**config.mk**
```make
export PLATFORM = sky130hd
export DESIGN_NAME = bio_port
export DESIGN_NICKNAME = d
export VERILOG_FILES = /design/src/hw/bio_port.v
export VERILOG_INCLUDE_DIRS = /design/src /design/src/shared
export SDC_FILE = /design/constraint.sdc
export NUM_CORES = 1
export LEC_CHECK = 0
export BUFFER_PORTS_ARGS = -buffer_cell sky130_fd_sc_hd__buf_2
export CELL_PAD_IN_SITES_DETAIL_PLACEMENT = 0
export CELL_PAD_IN_SITES_GLOBAL_PLACEMENT = 1
export CORE_ASPECT_RATIO = 2
export CORE_MARGIN = 1.5
export CORE_UTILIZATION = 35
export DETAILED_ROUTE_END_ITERATION = 10
export PLACE_DENSITY = 0.65
export SYNTH_ARGS = -nofsm -noshare
export SYNTH_HDL_FRONTEND = slang
export SYNTH_SLANG_ARGS = --single-unit
```
**constraint.sdc**
```tcl
create_clock -name clock -period 2.7 [get_ports clock]
set_input_delay 0.27 -clock clock [delete_from_list [all_inputs] [get_ports clock]]
set_output_delay 0.27 -clock clock [all_outputs]
set_load 0.02 [all_outputs]
```
**src/shared/bio_defines.vh**
```
/*
  Constants for the bytewise I/O port: register offsets, reset values,
  polarity values and the unmapped read value.
  Assumes inclusion by bare name from the design file.
*/
// Contract
// - dir0 opt0 data0: input with pull-up
// - dir0 opt0 data1: input, no pull-up
// - dir0 opt1 data0: pull-up, interrupt source
// - dir0 opt1 data1: analog input to converter
// - dir1 opt0: open-drain output from latch
// - dir1 opt1: push-pull output from latch
// - three 8-bit registers, bit n per line
// - reset clears all registers
// - data read of input returns pin
// - data write updates every latch bit
// - each input individually connectable to interrupt
// - pin requests merged, edge, selectable polarity
`ifndef BIO_DEFINES_VH
`define BIO_DEFINES_VH
// Register offsets within the port
`define BIO_OFS_DATA      2'h0
`define BIO_OFS_DIRECTION 2'h1
`define BIO_OFS_OPTION    2'h2
// Reset values
`define BIO_RST_DATA      8'h00
`define BIO_RST_DIRECTION 8'h00
`define BIO_RST_OPTION    8'h00
// Edge polarity values
`define BIO_POL_FALLING   1'b0
`define BIO_POL_RISING    1'b1
// Read value of the unmapped offset
`define BIO_UNMAPPED_READ 8'h00
// Reset values of the registered outputs and edge history
`define BIO_RST_RDATA     8'h00
`define BIO_RST_PAD       8'h00
`define BIO_RST_EDGE_PREV 8'hFF
`define BIO_RST_IRQ       1'b0
`endif

```
**src/hw/bio_port.v**
```verilog
/*
  Bytewise general-purpose I/O port: data, direction and option registers,
  per-line pad control, analog select, merged edge interrupt request.
  Assumes a synchronous single-cycle register port on the core clock and
  pad inputs already synchronous to the clock.
*/
`timescale 1ns/100ps
`include "bio_defines.vh"

module bio_port
(
  input  wire       clock,
  input  wire       rst,
  input  wire       reg_sel,
  input  wire       reg_wr,
  input  wire [1:0] reg_addr,
  input  wire [7:0] reg_wdata,
  output reg  [7:0] reg_rdata,
  input  wire [7:0] pin_in,
  output reg  [7:0] pin_out,
  output reg  [7:0] pin_oe,
  output reg  [7:0] pin_pullup_en,
  output reg  [7:0] analog_sel,
  input  wire       edge_polarity_select,
  output reg        port_irq_req
);

  ////////////////////////////////////////////////////////////////////
  // Line mode codes, one per row of the option table
  localparam [2:0] MODE_IN_PULL   = 3'h0; // Input, pull-up, no interrupt
  localparam [2:0] MODE_IN_FLOAT  = 3'h1; // Input, high impedance
  localparam [2:0] MODE_IN_IRQ    = 3'h2; // Input, pull-up, interrupt
  localparam [2:0] MODE_IN_ANALOG = 3'h3; // Input to converter mux
  localparam [2:0] MODE_OUT_OD    = 3'h4; // Output, pulls low only
  localparam [2:0] MODE_OUT_PP    = 3'h5; // Output, drives both levels

  ////////////////////////////////////////////////////////////////////
  // Control registers
  reg  [7:0] line_data_bit_r;
  reg  [7:0] direction_r;
  reg  [7:0] option_r;

  // Edge detect history
  reg  [7:0] irq_line_prev_r;

  // Next values of the registered outputs
  reg  [7:0] rdata_nxt;
  reg  [7:0] pin_out_nxt;
  reg  [7:0] pin_oe_nxt;
  reg  [7:0] pullup_nxt;
  reg  [7:0] analog_nxt;
  wire       irq_req_nxt;

  // Decode helpers
  reg  [7:0] irq_en;
  reg  [2:0] mode_cur;
  wire       wr_data;
  wire       wr_direction;
  wire       wr_option;
  wire       rd_strobe;
  wire       pol_falling;
  wire [7:0] irq_level;
  wire [7:0] irq_edge;
  integer    n;

  ////////////////////////////////////////////////////////////////////
  // Write hit on one register offset
  function write_hit;
    input       sel;
    input       wr;
    input [1:0] addr;
    input [1:0] ofs;
    begin
      write_hit = sel && wr && (addr == ofs);
    end
  endfunction

  // Mode of one line from its own three control bits
  function [2:0] line_mode;
    input dir_bit;
    input opt_bit;
    input dat_bit;
    begin
      if (dir_bit)
      begin
        if (opt_bit)
          line_mode = MODE_OUT_PP;
        else
          line_mode = MODE_OUT_OD;
      end
      else if (opt_bit)
      begin
        if (dat_bit)
          line_mode = MODE_IN_ANALOG;
        else
          line_mode = MODE_IN_IRQ;
      end
      else
      begin
        if (dat_bit)
          line_mode = MODE_IN_FLOAT;
        else
          line_mode = MODE_IN_PULL;
      end
    end
  endfunction

  // Pad controls of one line: {interrupt, analog, pull-up, enable, value}
  function [4:0] pad_bits;
    input [2:0] mode;
    input       dat_bit;
    begin
      case (mode)
        MODE_IN_PULL:   pad_bits = 5'h04;
        MODE_IN_FLOAT:  pad_bits = 5'h00;
        MODE_IN_IRQ:    pad_bits = 5'h14;
        MODE_IN_ANALOG: pad_bits = 5'h08;
        MODE_OUT_OD:    pad_bits = {3'h0, ~dat_bit, dat_bit};
        MODE_OUT_PP:    pad_bits = {3'h0, 1'b1, dat_bit};
        default:        pad_bits = 5'h00;
      endcase
    end
  endfunction

  // Active level of each pin for the selected edge
  function [7:0] active_level;
    input [7:0] pins;
    input       falling;
    begin
      active_level = pins ^ {8{falling}};
    end
  endfunction

  ////////////////////////////////////////////////////////////////////
  // Access decode
  assign wr_data      = write_hit(reg_sel, reg_wr, reg_addr, `BIO_OFS_DATA);
  assign wr_direction = write_hit(reg_sel, reg_wr, reg_addr, `BIO_OFS_DIRECTION);
  assign wr_option    = write_hit(reg_sel, reg_wr, reg_addr, `BIO_OFS_OPTION);
  assign rd_strobe    = reg_sel && !reg_wr;

  ////////////////////////////////////////////////////////////////////
  // Data latch, always written as a whole byte
  always @(posedge clock or posedge rst)
  begin
    if (rst)
    begin
      line_data_bit_r <= `BIO_RST_DATA;
    end
    else if (wr_data)
    begin
      line_data_bit_r <= reg_wdata;
    end
  end

  // Direction register
  always @(posedge clock or posedge rst)
  begin
    if (rst)
    begin
      direction_r <= `BIO_RST_DIRECTION;
    end
    else if (wr_direction)
    begin
      direction_r <= reg_wdata;
    end
  end

  // Option register
  always @(posedge clock or posedge rst)
  begin
    if (rst)
    begin
      option_r <= `BIO_RST_OPTION;
    end
    else if (wr_option)
    begin
      option_r <= reg_wdata;
    end
  end

  ////////////////////////////////////////////////////////////////////
  // Per-line decode; line n sees only bit n of each register
  always @*
  begin
    mode_cur    = MODE_IN_PULL;
    irq_en      = 8'h00;
    analog_nxt  = 8'h00;
    pullup_nxt  = 8'h00;
    pin_oe_nxt  = 8'h00;
    pin_out_nxt = 8'h00;
    for (n = 0; n < 8; n = n + 1)
    begin
      mode_cur = line_mode(direction_r[n], option_r[n], line_data_bit_r[n]);
      {irq_en[n], analog_nxt[n], pullup_nxt[n], pin_oe_nxt[n], pin_out_nxt[n]} =
        pad_bits(mode_cur, line_data_bit_r[n]);
    end
  end

  ////////////////////////////////////////////////////////////////////
  // Read mux: pins for inputs, latch for outputs
  always @*
  begin
    case (reg_addr)
      `BIO_OFS_DATA:
        rdata_nxt = (pin_in & ~direction_r) | (line_data_bit_r & direction_r);
      `BIO_OFS_DIRECTION:
        rdata_nxt = direction_r;
      `BIO_OFS_OPTION:
        rdata_nxt = option_r;
      default:
        rdata_nxt = `BIO_UNMAPPED_READ;
    endcase
  end

  // Read data registered, held until the next read
  always @(posedge clock or posedge rst)
  begin
    if (rst)
    begin
      reg_rdata <= `BIO_RST_RDATA;
    end
    else if (rd_strobe)
    begin
      reg_rdata <= rdata_nxt;
    end
  end

  ////////////////////////////////////////////////////////////////////
  // Pad value and enable; open-drain only enables on a low latch
  always @(posedge clock or posedge rst)
  begin
    if (rst)
    begin
      pin_out <= `BIO_RST_PAD;
      pin_oe  <= `BIO_RST_PAD;
    end
    else
    begin
      pin_out <= pin_out_nxt;
      pin_oe  <= pin_oe_nxt;
    end
  end

  // Pull-up enables
  always @(posedge clock or posedge rst)
  begin
    if (rst)
    begin
      pin_pullup_en <= `BIO_RST_PAD;
    end
    else
    begin
      pin_pullup_en <= pullup_nxt;
    end
  end

  // Analog mux selects
  always @(posedge clock or posedge rst)
  begin
    if (rst)
    begin
      analog_sel <= `BIO_RST_PAD;
    end
    else
    begin
      analog_sel <= analog_nxt;
    end
  end

  ////////////////////////////////////////////////////////////////////
  // Merged edge detect; a line just enabled starts as already active,
  // so enabling it on its active level raises no request
  assign pol_falling = (edge_polarity_select == `BIO_POL_FALLING);
  assign irq_level   = active_level(pin_in, pol_falling);
  assign irq_edge    = irq_en & irq_level & ~irq_line_prev_r;
  assign irq_req_nxt = |irq_edge;

  // Edge history; disabled lines park at the active level
  always @(posedge clock or posedge rst)
  begin
    if (rst)
    begin
      irq_line_prev_r <= `BIO_RST_EDGE_PREV;
    end
    else
    begin
      irq_line_prev_r <= irq_level | ~irq_en;
    end
  end

  // One-cycle request pulse, all lines merged
  always @(posedge clock or posedge rst)
  begin
    if (rst)
    begin
      port_irq_req <= `BIO_RST_IRQ;
    end
    else
    begin
      port_irq_req <= irq_req_nxt;
    end
  end

endmodule

```
Yosys cells after proc, flatten, opt, wreduce, memory -nomap -nowiden
Index checks and enable logic that the tools add are counted.
{"block": "word_totals", "regBits": 73, "input_bits": 23, "out_inout_bits": 41, "elab_cells": 128}
{"block": "classes", "eq_ne": 34, "mux": 49, "bitwise": 19, "n_reduce_logical": 16}
{"op": "$pmux 5 s5", "n": 8}
{"op": "$eq 3x2->1 const B", "n": 16}
{"op": "$eq 3x3->1 const B", "n": 16}
{"op": "$mux 3", "n": 16}
{"op": "$and 8x8->8", "n": 4}
{"op": "$logic_not 3->1", "n": 8}
{"op": "$mux 1", "n": 24}
{"op": "$not 8->8", "n": 3}
{"op": "$pmux 8 s3", "n": 1}
{"op": "$or 8x8->8", "n": 2}
{"op": "$not 1->1", "n": 9}
{"op": "$reduce_or 8->1", "n": 1}
{"op": "$xor 8x8->8", "n": 1}
{"op": "$logic_and 1x1->1", "n": 5}
{"op": "$eq 2x1->1 const B", "n": 1}
{"op": "$eq 2x2->1 const B", "n": 1}
{"op": "$logic_not 2->1", "n": 1}
{"op": "$logic_not 1->1", "n": 1}

Logic depth before layout (Yosys ltp)
Gate-level depths: netlist of run 1.
{"block": "depth", "ltp_word": 8, "ltp_mapped": 6}

Worst setup path after synthesis of run 1
Ideal clock, no wire load.
{"block": "synth_path", "kind": "input port to flip-flop", "start": "input reg_addr[1]", "end": "register line_data_bit_r[0]", "setup_time_ns": 0.125, "t_arrival_ns": 1.071, "required_ns": 2.575, "setup_slack_ns": 1.504, "path_stages": 3, "path_cell_list": "buf_6 nor3_4 mux2_2"}
{"block": "synth_between", "elab_chain_cells": 2}
{"item": "start: declaration", "line": "bio_port.v:16", "text": "input wire [1:0] reg_addr,"}
{"item": "$logic_not 2->1", "line": "bio_port.v:74", "text": "write_hit = sel && wr && (addr == ofs);"}
{"item": "$logic_and 1x1->1", "line": "bio_port.v:74"}
{"item": "end signal: assignment", "line": "bio_port.v:147", "text": "line_data_bit_r <= `BIO_RST_DATA;"}
{"item": "end signal: assignment", "line": "bio_port.v:151", "text": "line_data_bit_r <= reg_wdata;"}
{"item": "end: declaration", "line": "bio_port.v:39", "text": "reg [7:0] line_data_bit_r;"}
No other way between the ends.
A chain may end at the register's enable or synchronous reset.

Worst setup path in the final report of run 1
{"block": "layout_path", "start": "register direction_r[0]", "end": "register port_irq_req"}
{"block": "layout_between", "elab_chain_cells": 6, "elab_cells_between_ends": 10, "cone_classes": "4 x eq/ne; 2 x mux; 2 x bitwise; 2 x reduce/logical"}
{"item": "start: declaration", "line": "bio_port.v:40", "text": "reg [7:0] direction_r;"}
{"item": "start signal: assignment", "line": "bio_port.v:160", "text": "direction_r <= `BIO_RST_DIRECTION;"}
{"item": "start signal: assignment", "line": "bio_port.v:164", "text": "direction_r <= reg_wdata;"}
{"item": "$mux 3 (*)", "line": "bio_port.v:84", "text": "if (dir_bit)"}
{"item": "$eq 3x3->1, or another cell as far along", "line": "bio_port.v:113", "text": "case (mode)"}
{"item": "$pmux 5 s5 (*)", "line": "bio_port.v:113"}
{"item": "$and 8x8->8 (*) (2 in a row)", "line": "bio_port.v:275", "text": "assign irq_edge = irq_en & irq_level & ~irq_line_prev_r;"}
{"item": "$reduce_or 8->1 (*)", "line": "bio_port.v:276", "text": "assign irq_req_nxt = |irq_edge;"}
{"item": "net irq_req_nxt", "line": "bio_port.v:52", "text": "wire irq_req_nxt;"}
{"item": "end signal: assignment", "line": "bio_port.v:296", "text": "port_irq_req <= `BIO_RST_IRQ;"}
{"item": "end signal: assignment", "line": "bio_port.v:300", "text": "port_irq_req <= irq_req_nxt;"}
{"item": "end: declaration", "line": "bio_port.v:25", "text": "output reg port_irq_req"}
The timed path passes the listed nets; every way through them passes the cells marked *.

==> results of run 1 <==
kinds of logic (layout without fill, tap and decap cells):
group / after synthesis / in the layout / share of synthesized area (%)
xor+xnor: 8 / 8 / 2.39
flops: 73 / 73 / 62.5
mux: 24 / 24 / 9.20
compound gates: 41 / 41 / 9.76
simple gates: 62 / 62 / 13.0
buf+inv: 17 / 91 / 3.15
area by class of cell:
class                           count  area (µm²)
Sequential cell                    73        1840
Clock inverter                      7        85.1
Tap cell                           98         123
Fill cell                         816        4570
Clock buffer                        9         225
Multi-Input combinational cell    135        1010
Inverter                           10        40.0
Timing Repair Buffer               65         343
flip-flops by register name (all words and copies together) (netlist names):
register	cells
analog_sel	8
direction_r	8
irq_line_prev_r	8
line_data_bit_r	8
option_r	8
pin_oe	8
pin_out	8
pin_pullup_en	8
port_irq_req	1
reg_rdata	8
how the worst max path moves through the flow:
stage | slack, ns | startpoint | end
4_1_cts | 1.29 | direction_r[0]$_DFFE_PP0P_ | port_irq_req$_DFF_PP0_
5_1_grt | 1.22 | direction_r[0]$_DFFE_PP0P_ | port_irq_req$_DFF_PP0_
2_1_floorplan | 0.59 | rst | analog_sel[0]$_DFF_PP0_
6_report | 1.35 | direction_r[0]$_DFFE_PP0P_ | port_irq_req$_DFF_PP0_
3_3_place_gp | 1.11 | reg_addr[0] | direction_r[7]$_DFFE_PP0P_
3_5_place_dp | 1.10 | reg_addr[0] | direction_r[1]$_DFFE_PP0P_
per-stage QoR:
step                setup WS (ns)  power (µW)  area, µm²  cells  hold slack (ns)
floorplan                   0.590        1890       2940    225            0.402
global placement             1.11        2140       3350    381            0.437
detailed placement           1.10        2150       3350    381            0.449
CTS                          1.29        3400       3660    397           0.0889
global route                 1.22        3520       3660    397            0.126
finish                       1.35        3360       3660    397           0.0631
Yosys cell counts (8+ instances only):
cell      number
inv_1          9
nor3b_1        9
o211ai_1      12
dfstp_2        8
and2_1         8
dfrtp_1       65
a21boi_0       8
xor2_1         8
nor2_1        20
nand3_1        9
mux2_2        23
routing by layer:
layer  vias to the layer above  global-route usage (%)
li1                        932                       -
met1                       996                    18.3
met2                        49                    27.6
met3                        11                    4.25
met4                         0                    8.33
met5                         -                       0
power by group through the flow:
| stage | clock network [µW] | logic (µW) | registers, µW |
|---|---|---|---|
| after floorplan | 0 | 275 | 1620 |
| after global placement | 0 | 641 | 1500 |
| after detailed placement | 0 | 650 | 1500 |
| after CTS | 1260 | 652 | 1480 |
| after global routing | 1300 | 699 | 1510 |
| final | 1240 | 639 | 1480 |
==> metrics, run 1 <==
synth unique cells 33; ys async rst share between 90% and 100%; Int Power approximately 2400 µW; Synthesized Nets ~250; Die Wd 67.8 µm; met2 wire length 3690 µm; n_diodes 0; reg2reg end port_irq_req$_DFF_PP0_; Starting Density ~36%; initial drt markers 101; CP Data Arrival Time 1.62 ns; final cycle utilization of the critical path 50.1%; Crit Path Category reg2reg; Worst path max stage delay between 0.4 and 0.5 ns; CTS tree built; syn_area_per_cell about 13 µm²; post-route minimum period roughly 1.4 ns; crit end category flip-flop; top_reg_cell synth dfrtp_1; placement row count 47; WL met1 around 2400 µm; Post-synth EDFFs 0; Clk pin slew, worst setup/hold paths about 0.050 ns; Critical Path RT between 2 and 3 ns; r2r startpoint direction_r[0]$_DFFE_PP0P_; initial antenna violation count 0; io pins between 60 and 70; first-pass GRT wire length about 10,000 µm; Pre-antenna DRT Iters 4; DP Wirelength around 4800 µm; postcts setup bufs 0; Cells after Synth ~230; Worst Path Buf+Inv 0; core area about 8200 µm²; final setup vio count 0; Die ar. between 8000 and 9000 µm²; final core occ approximately 44%; cell taking the most area after synthesis dfrtp_1; yosys warns 0; RSZ-0062 raised after global routing false; fin. max-slew vios 0; sw frac a little under 30%; Final nets 317; CTS Root Buffer Type clkbuf_16; part of the Yosys area used for sequential elements about 63%; Via-to-Cell Ratio approximately 5; layout cells sized above 1 39.8%; Top cell by count, worst path nor3b_1; top cell type's share of synthesized area between 50% and 60%; Crit path depth 4; outcome finished clean; Yosys reg bits 73; Mapped Area roughly 2900 µm²; delay-heaviest family, CP simple AND/OR/NAND/NOR gates; r2r setup slk around 1.3 ns; Startpoint Class flip-flop; GR Overflow Total 0; Hold Buf Count CTS 0; Pleak around 0.0017 µW; CTS sink cnt 73; post-route ant nets 0; pwr dens 918 nW/µm²; sequential group share of total power 44.0%; Max FO, Critical Path 8; VDD IR-drop max approximately 0.34 mV; clock share of power 36.9%; highest-count cells in the layout ignoring fill and taps 65 x dfrtp_1, 63 x buf_2, 23 x mux2_2; top cells by area, synth dfrtp_1 55%, mux2_2 8.8%, dfstp_2 7.2%; CTS-repair resized insts 0; Placer Congestion 0.752; count of buffers from port buffering between 60 and 70; total wire length 6540 µm; Setup TNS 0 ns; met3 wire len between 200 and 300 µm; Worst Hold Class in2async; WL per Instance 16.5 µm; H-tree levels 3; CTS Buf Count 9; max frequency 740 MHz; uppermost routed layer met4; slew margin rel. about 50%; Sw Pwr 981 µW; measured slew at the worst slew-check pin approximately 0.75 ns; largest net degree at the start of global routing 41; clock latency at the later pin of the worst-skew pair 0.34 ns; slowest stage cell, crit path dfrtp_1; Die Y about 130 µm; CP Cell Sequence nor3b_1, nor3b_1, nor4_1, nand4_1; Tot GR Track Use between 10% and 20%; Comb pwr share between 10% and 20%; Max Cap Viol 0; Hold Vio Cnt, Final 0; reg2reg path depth 4; via count of the routed design a little under 2k; Clock Path Buffers 2; most common cell after layout, fill and taps aside dfrtp_1; drt drc 0; clock skew 0.00498 ns; P&R area growth vs syn 24.6%; number of global-route vias before repair between 1.5k and 2k
Note: power is estimated with default switching activity, not from simulation.
==> run 2, diff against run 1 <==
--- a/config.mk
+++ b/config.mk
@@ -6,6 +6,7 @@
 export SDC_FILE = /design/constraint.sdc
 export NUM_CORES = 1
 export LEC_CHECK = 0
+export ABC_AREA = 1
 export BUFFER_PORTS_ARGS = -buffer_cell sky130_fd_sc_hd__buf_2
 export CELL_PAD_IN_SITES_DETAIL_PLACEMENT = 0
 export CELL_PAD_IN_SITES_GLOBAL_PLACEMENT = 1
@@ -13,7 +14,7 @@
 export CORE_MARGIN = 1.5
 export CORE_UTILIZATION = 35
 export DETAILED_ROUTE_END_ITERATION = 10
-export PLACE_DENSITY = 0.65
+export PLACE_DENSITY = 0.69
 export SYNTH_ARGS = -nofsm -noshare
 export SYNTH_HDL_FRONTEND = slang
 export SYNTH_SLANG_ARGS = --single-unit
==> constraint.sdc (replaced) <==
create_clock -name clock -period 1.4 [get_ports clock]
set_input_delay 0.14 -clock clock [delete_from_list [all_inputs] [get_ports clock]]
set_output_delay 0.14 -clock clock [all_outputs]
set_load 0.02 [all_outputs]
==> run 2 against run 1 <==
Compared with the run above: critical path depth is 3 higher; maximum frequency up 13%; non-clock buffer count up 5; flip-flop and latch count did not move; wire length increased by 11%; clock skew about the same; sequential share of layout area shrank 3.2 points; worst setup slack lost 1.1 ns; utilization grew 0.70 points; first-iteration DRC count up 4.0%; global-route usage rose by 0.30 points; largest cell class unchanged.
==> metrics, run 2 <==
Setup TNS 0 ns; measured slew at the worst slew-check pin about 0.52 ns; final cycle utilization of the critical path between 80% and 90%; Top cell by count, worst path nand2_1; synth unique cells 21; Crit Path Category reg2reg; cell taking the most area after synthesis dfrtp_1; sw frac 29.8%; number of global-route vias before repair approximately 2.5k; max frequency roughly 840 MHz; slowest stage cell, crit path dfrtp_1; initial antenna violation count 0; Worst path max stage delay around 0.44 ns; post-route minimum period about 1.2 ns; Worst Hold Depth 3; Mapped Area ~3100 µm²; Max FO, Critical Path 6; slew margin rel. 65.3%; most frequent cell after synthesis nand2_1; DP Wirelength 5400 µm; CP Cell Sequence inv_1, nand2_1, nor2_1, nand3_1, nand2_1, nor2_1, nand2_1; fin. max-slew vios 0; Sw Pwr between 1500 and 2000 µW; Die Wd between 60 and 70 µm; most common cell after layout, fill and taps aside nand2_1; r2r startpoint direction_r[4]$_DFFE_PP0P_; CTS-repair resized insts 0; clock latency at the later pin of the worst-skew pair 0.33 ns; reg2reg end port_irq_req$_DFF_PP0_; Die ar. 9490 µm²; Startpoint Class flip-flop; io pins 64; core area about 8600 µm²; n_diodes 0; P&R area growth vs syn 25.6%; Yosys reg bits 73; Worst Hold Class in2reg; Critical Path RT ~1.7 ns; Comb pwr share 19.4%; CTS tree built; outcome finished clean; CTS Buf Count 9; placement row count between 40 and 50; Cells after Synth 351; Hold Vio Cnt, Final 0; Die Y 136 µm; CTS sink cnt 73; Final nets 449; first-pass GRT wire length 12,100 µm; yosys warns 0; top cells by area, synth dfrtp_1 52%, nand2_1 13%, dfstp_2 6.8%; pwr dens 1610 nW/µm²; largest net degree at the start of global routing 31; Worst Hold Endpoint irq_line_prev_r[2]$_DFF_PP1_; reg2reg path depth 7; Filler Cells Inserted 890; total wire length ~7300 µm; Starting Density between 30% and 40%; Clock Path Buffers 2; part of the Yosys area used for sequential elements approximately three fifths; post-route ant nets 0; Via-to-Cell Ratio roughly 4.6; crit end category flip-flop; initial drt markers around 110; Clk pin slew, worst setup/hold paths 0.06 ns; GR Overflow Total 0; via count of the routed design 2,455; layout cells sized above 1 28.5%; RSZ-0062 raised after global routing false; clock skew slightly below 0.005 ns; final setup vio count 0; Worst Hold Launch pin_in[2]; Pleak 0.00220 µW; CP Data Arrival Time ~1.5 ns; CTS Root Buffer Type clkbuf_16; ys async rst share 100%; clock share of power 37.6%; sequential group share of total power 43.0%; count of buffers from port buffering between 60 and 70; final core occ 45.2%; highest-count cells in the layout ignoring fill and taps 108 x nand2_1, 65 x dfrtp_1, 63 x buf_2; top cell type's share of synthesized area a little over half; drt drc 0; Pre-antenna DRT Iters 4; Synth top cells by count 108 x nand2_1, 65 x dfrtp_1, 48 x inv_1, 34 x nor2_1, 21 x nand3_1; Placer Congestion 0.775; Crit. Startpoint direction_r[4]$_DFFE_PP0P_; WL per Instance 13.7 µm; top_reg_cell synth dfrtp_1; Post-synth EDFFs 0; H-tree levels 3; Max Cap Viol 0; Int Power between 4000 and 5000 µW; r2r setup slk 0.20 ns; Tot GR Track Use around 17%; VDD IR-drop max 0.746 mV; Synthesized Nets 374; syn_area_per_cell 8.85 µm²
## run 2: cell types whose count changed after synthesis, sizes merged, moves of 6 or more
cell / delta
o211ai: -11
nand3: +11
inv: +41
and2: -8
o21ai: +37
o21a: -6
xor2: -8
mux2: -24
nand2: +112
nor3b: -9
a21boi: -8
nor2: +16
a22oi: -6
## run 2: worst max-delay path by stage
stage | to | slack, ns
global route | port_irq_req$_DFF_PP0_ | 0.11
finish | port_irq_req$_DFF_PP0_ | 0.20
global placement | port_irq_req$_DFF_PP0_ | 0.21
detailed placement | port_irq_req$_DFF_PP0_ | 0.18
floorplan | port_irq_req$_DFF_PP0_ | 0.36
CTS | port_irq_req$_DFF_PP0_ | 0.22
## run 2: final cells by class
| cell class | count | area (µm²) | share of cell area, % |
|---|---|---|---|
| clock inverters | 4 | 50.0 | 1.28 |
| repair buffers | 70 | 395 | 10.1 |
| flip-flops and latches | 73 | 1840 | 47.0 |
| well taps | 100 | 125 | 3.20 |
| multi-input cells | 221 | 1040 | 26.5 |
| clock buffers | 12 | 267 | 6.82 |
| inverters | 51 | 195 | 5.00 |
## run 2: logic make-up (layout without fill, tap and decap cells)
group | Yosys count | count (layout) | synth area share (%)
AOI/OAI and AO/OA | 42 | 42 | 8.78
DFF | 73 | 73 | 59.1
and+or+nand+nor | 179 | 179 | 24.6
buffers and inverters | 57 | 137 | 7.57
## run 2: power groups by stage
stage               Combinational [µW]  Sequential, µW  Clock, µW
global route                      1370            2750       2520
detailed placement                1230            2740          0
global placement                  1210            2730          0
finish                            1220            2710       2370
CTS                               1240            2710       2420
floorplan                          558            2970          0
## run 2: timing repair
item,CTS,global route
setup endpoints to repair,0,0
hold endpoints to repair,18,0
hold buffers,1,0
setup buffers,0,0
## run 2: per-layer routing
layer  vias up  track usage, %  part of all wire, %
met5         -               0                    0
met2        57            29.9                   54
met4         0            8.44                  2.7
met1      1149            18.5                   39
li1       1236               -                    -
met3        13            3.34                  3.7
## run 2: critical path: cells and delay by family (launching register included)
family                 cells  cell delay, ns
AND/OR/NAND/NOR            6            0.57
buffers and inverters      1            0.11
flip-flops                 1            0.44
## run 2: stage by stage
stage	std cells	hold WS, ns	total power, µW	setup slack [ns]	instance area, µm²
after floorplan	351	0.277	3520	0.364	3110
after global placement	514	0.183	3940	0.206	3580
after detailed placement	514	0.193	3980	0.183	3580
after CTS	531	0.0587	6370	0.221	3910
after global routing	531	0.0930	6640	0.114	3910
final	531	0.0666	6290	0.203	3910
==> run 3, diff against run 2 <==
--- a/config.mk
+++ b/config.mk
@@ -15,6 +15,7 @@
 export CORE_UTILIZATION = 35
 export DETAILED_ROUTE_END_ITERATION = 10
 export PLACE_DENSITY = 0.69
+export RECOVER_POWER = 25
 export SYNTH_ARGS = -nofsm -noshare
 export SYNTH_HDL_FRONTEND = slang
 export SYNTH_SLANG_ARGS = --single-unit
==> run 3 against run 2 <==
Compared with the run above: non-clock buffer count unchanged; critical endpoint unchanged; worst setup slack lost 0.0067 ns; power fell by 0.12%; design area down 0.42%; wire length fell by 0.41%; utilization decreased by 0.19 points; count of clock-buffer cells in the layout is the same; sequential power is essentially flat; via count is 0.29% higher.
==> metrics, run 3 (synthesis gave the netlist of run 2 again) <==
CTS tree built; reg2reg end port_irq_req$_DFF_PP0_; Die Wd approximately 70 µm; Max FO, Critical Path 6; Worst path max stage delay 0.44 ns; final worst slack about 0.20 ns; Pre-antenna DRT Iters 4; outcome finished clean; r2r startpoint direction_r[4]$_DFFE_PP0P_; Critical Path RT between 1.5 and 2 ns; Comb pwr share 19.3%; Tot GR Track Use between 10% and 20%; Starting Density around 36%; Placer Congestion between 0.7 and 0.8; Setup TNS 0 ns; io pins 64; first-pass GRT wire length roughly 12,000 µm; via count of the routed design ~2.5k; fin. max-slew vios 0; CP Cell Sequence inv_1, nand2_1, nor2_1, nand3_1, nand2_1, nor2_1, nand2_1; Max Cap Viol 0; GR Overflow Total 0; core area roughly 8600 µm²; number of global-route vias before repair 2,516; r2r setup slk about 0.2 ns; CTS Root Buffer Type clkbuf_16; Via-to-Cell Ratio 4.64; Cell Area, Placed 3580 µm²; P&R area growth vs syn 25.1%; post-route minimum period 1.20 ns; measured slew at the worst slew-check pin just over 0.8 ns; Clock Path Buffers 2; largest net degree at the start of global routing 31; Worst Hold Class in2reg; slew margin rel. between 40% and 50%; sw frac a little under 30%; clock skew between 0.005 and 0.006 ns; most common cell after layout, fill and taps aside nand2_1; Worst Hold Launch pin_in[2]; final cycle utilization of the critical path 86.0%; pwr dens about 1600 nW/µm²; Startpoint Class flip-flop; initial drt markers between 100 and 150; Pleak 0.00218 µW; n_diodes 0; Crit Path Category reg2reg; sequential group share of total power 43.1%; clock share of power between 30% and 40%; Sw Pwr roughly 1900 µW; count of buffers from port buffering 63; total wire length a little over 7000 µm; placement row count 48; CP Data Arrival Time 1.47 ns; Die Y approximately 140 µm; VDD IR-drop max around 0.75 mV; slowest stage cell, crit path dfrtp_1; DP Wirelength 5400 µm; Hold Vio Cnt, Final 0; RSZ-0062 raised after global routing false; Worst Hold Depth 3; post-route ant nets 0; CTS Buf Count 9; max frequency 831 MHz; CTS sink cnt 73; WL per Instance between 10 and 15 µm; Final nets 449; postcts setup bufs 0; crit end category flip-flop; PnR Total Power between 6000 and 7000 µW; Die ar. 9490 µm²; post-route cell area roughly 4000 µm²; Top cell by count, worst path nand2_1; Clk pin slew, worst setup/hold paths 0.06 ns; final setup vio count 0; initial antenna violation count 0; H-tree levels 3; reg2reg path depth 7; highest-count cells in the layout ignoring fill and taps 110 x nand2_1, 65 x dfrtp_1, 61 x buf_2; clock latency at the later pin of the worst-skew pair around 0.33 ns; drt drc 0; layout cells sized above 1 roughly 28%; Worst Hold Endpoint irq_line_prev_r[2]$_DFF_PP1_; Int Power 4420 µW; Place WS 0.183 ns
## run 3: cell count changes in the layout (fill, tap and decap cells not counted), sizes merged
cell,delta
clkbuf,+2
buf,-2
## run 3: layout make-up
| cell class | count | area, µm² |
|---|---|---|
| inverter | 51 | 195 |
| sequential | 73 | 1840 |
| timing repair buffer | 70 | 394 |
| tap | 100 | 125 |
| clock inverter | 4 | 50.0 |
| multi-input combinational | 221 | 1020 |
| fill | 895 | 4760 |
| clock buffer | 12 | 267 |
## run 3: layer usage
| metal | wire, µm | global-route usage, % |
|---|---|---|
| met1 | 2810 | 18.5 |
| met2 | 3950 | 29.9 |
| met3 | 302 | 3.34 |
| met4 | 184 | 8.44 |
| met5 | 0 | 0 |
## run 3: stage by stage
| step | hold WS [ns] | util [%] | cells |
|---|---|---|---|
| 2_1_floorplan | 0.277 | - | 351 |
| 3_3_place_gp | 0.183 | 41.4 | 514 |
| 3_5_place_dp | 0.193 | 41.4 | 514 |
| 4_1_cts | 0.0587 | 45.2 | 531 |
| 5_1_grt | 0.0930 | 45.0 | 531 |
| 6_report | 0.0679 | 45.0 | 531 |
## run 3: timing repair
action,CTS,global route
hold buffers,1,0
endpoints found under the hold margin,18,0
gates resized for setup,0,0
## run 3: how the worst max path moves through the flow
| stage | startpoint | endpoint | slack, ns |
|---|---|---|---|
| 6_report | direction_r[4]$_DFFE_PP0P_ | port_irq_req$_DFF_PP0_ | 0.20 |
| 5_1_grt | reg_addr[0] | direction_r[6]$_DFFE_PP0P_ | 0.07 |
| 4_1_cts | direction_r[4]$_DFFE_PP0P_ | port_irq_req$_DFF_PP0_ | 0.22 |
| 3_5_place_dp | edge_polarity_select | port_irq_req$_DFF_PP0_ | 0.18 |
| 3_3_place_gp | edge_polarity_select | port_irq_req$_DFF_PP0_ | 0.21 |
| 2_1_floorplan | direction_r[7]$_DFFE_PP0P_ | port_irq_req$_DFF_PP0_ | 0.36 |
## run 3: power groups by stage
stage / Clock (µW) / Sequential [µW] / Combinational (µW)
2_1_floorplan: 0 / 2970 / 558
3_5_place_dp: 0 / 2740 / 1230
6_report: 2360 / 2710 / 1210
3_3_place_gp: 0 / 2730 / 1210
5_1_grt: 2520 / 2750 / 1360
4_1_cts: 2420 / 2710 / 1240
## run 3: critical path, delay by kind of cell, from the launching register on
family                 cells  cell delay, ns
and+or+nand+nor            6            0.57
DFF                        1            0.44
buffers and inverters      1            0.12
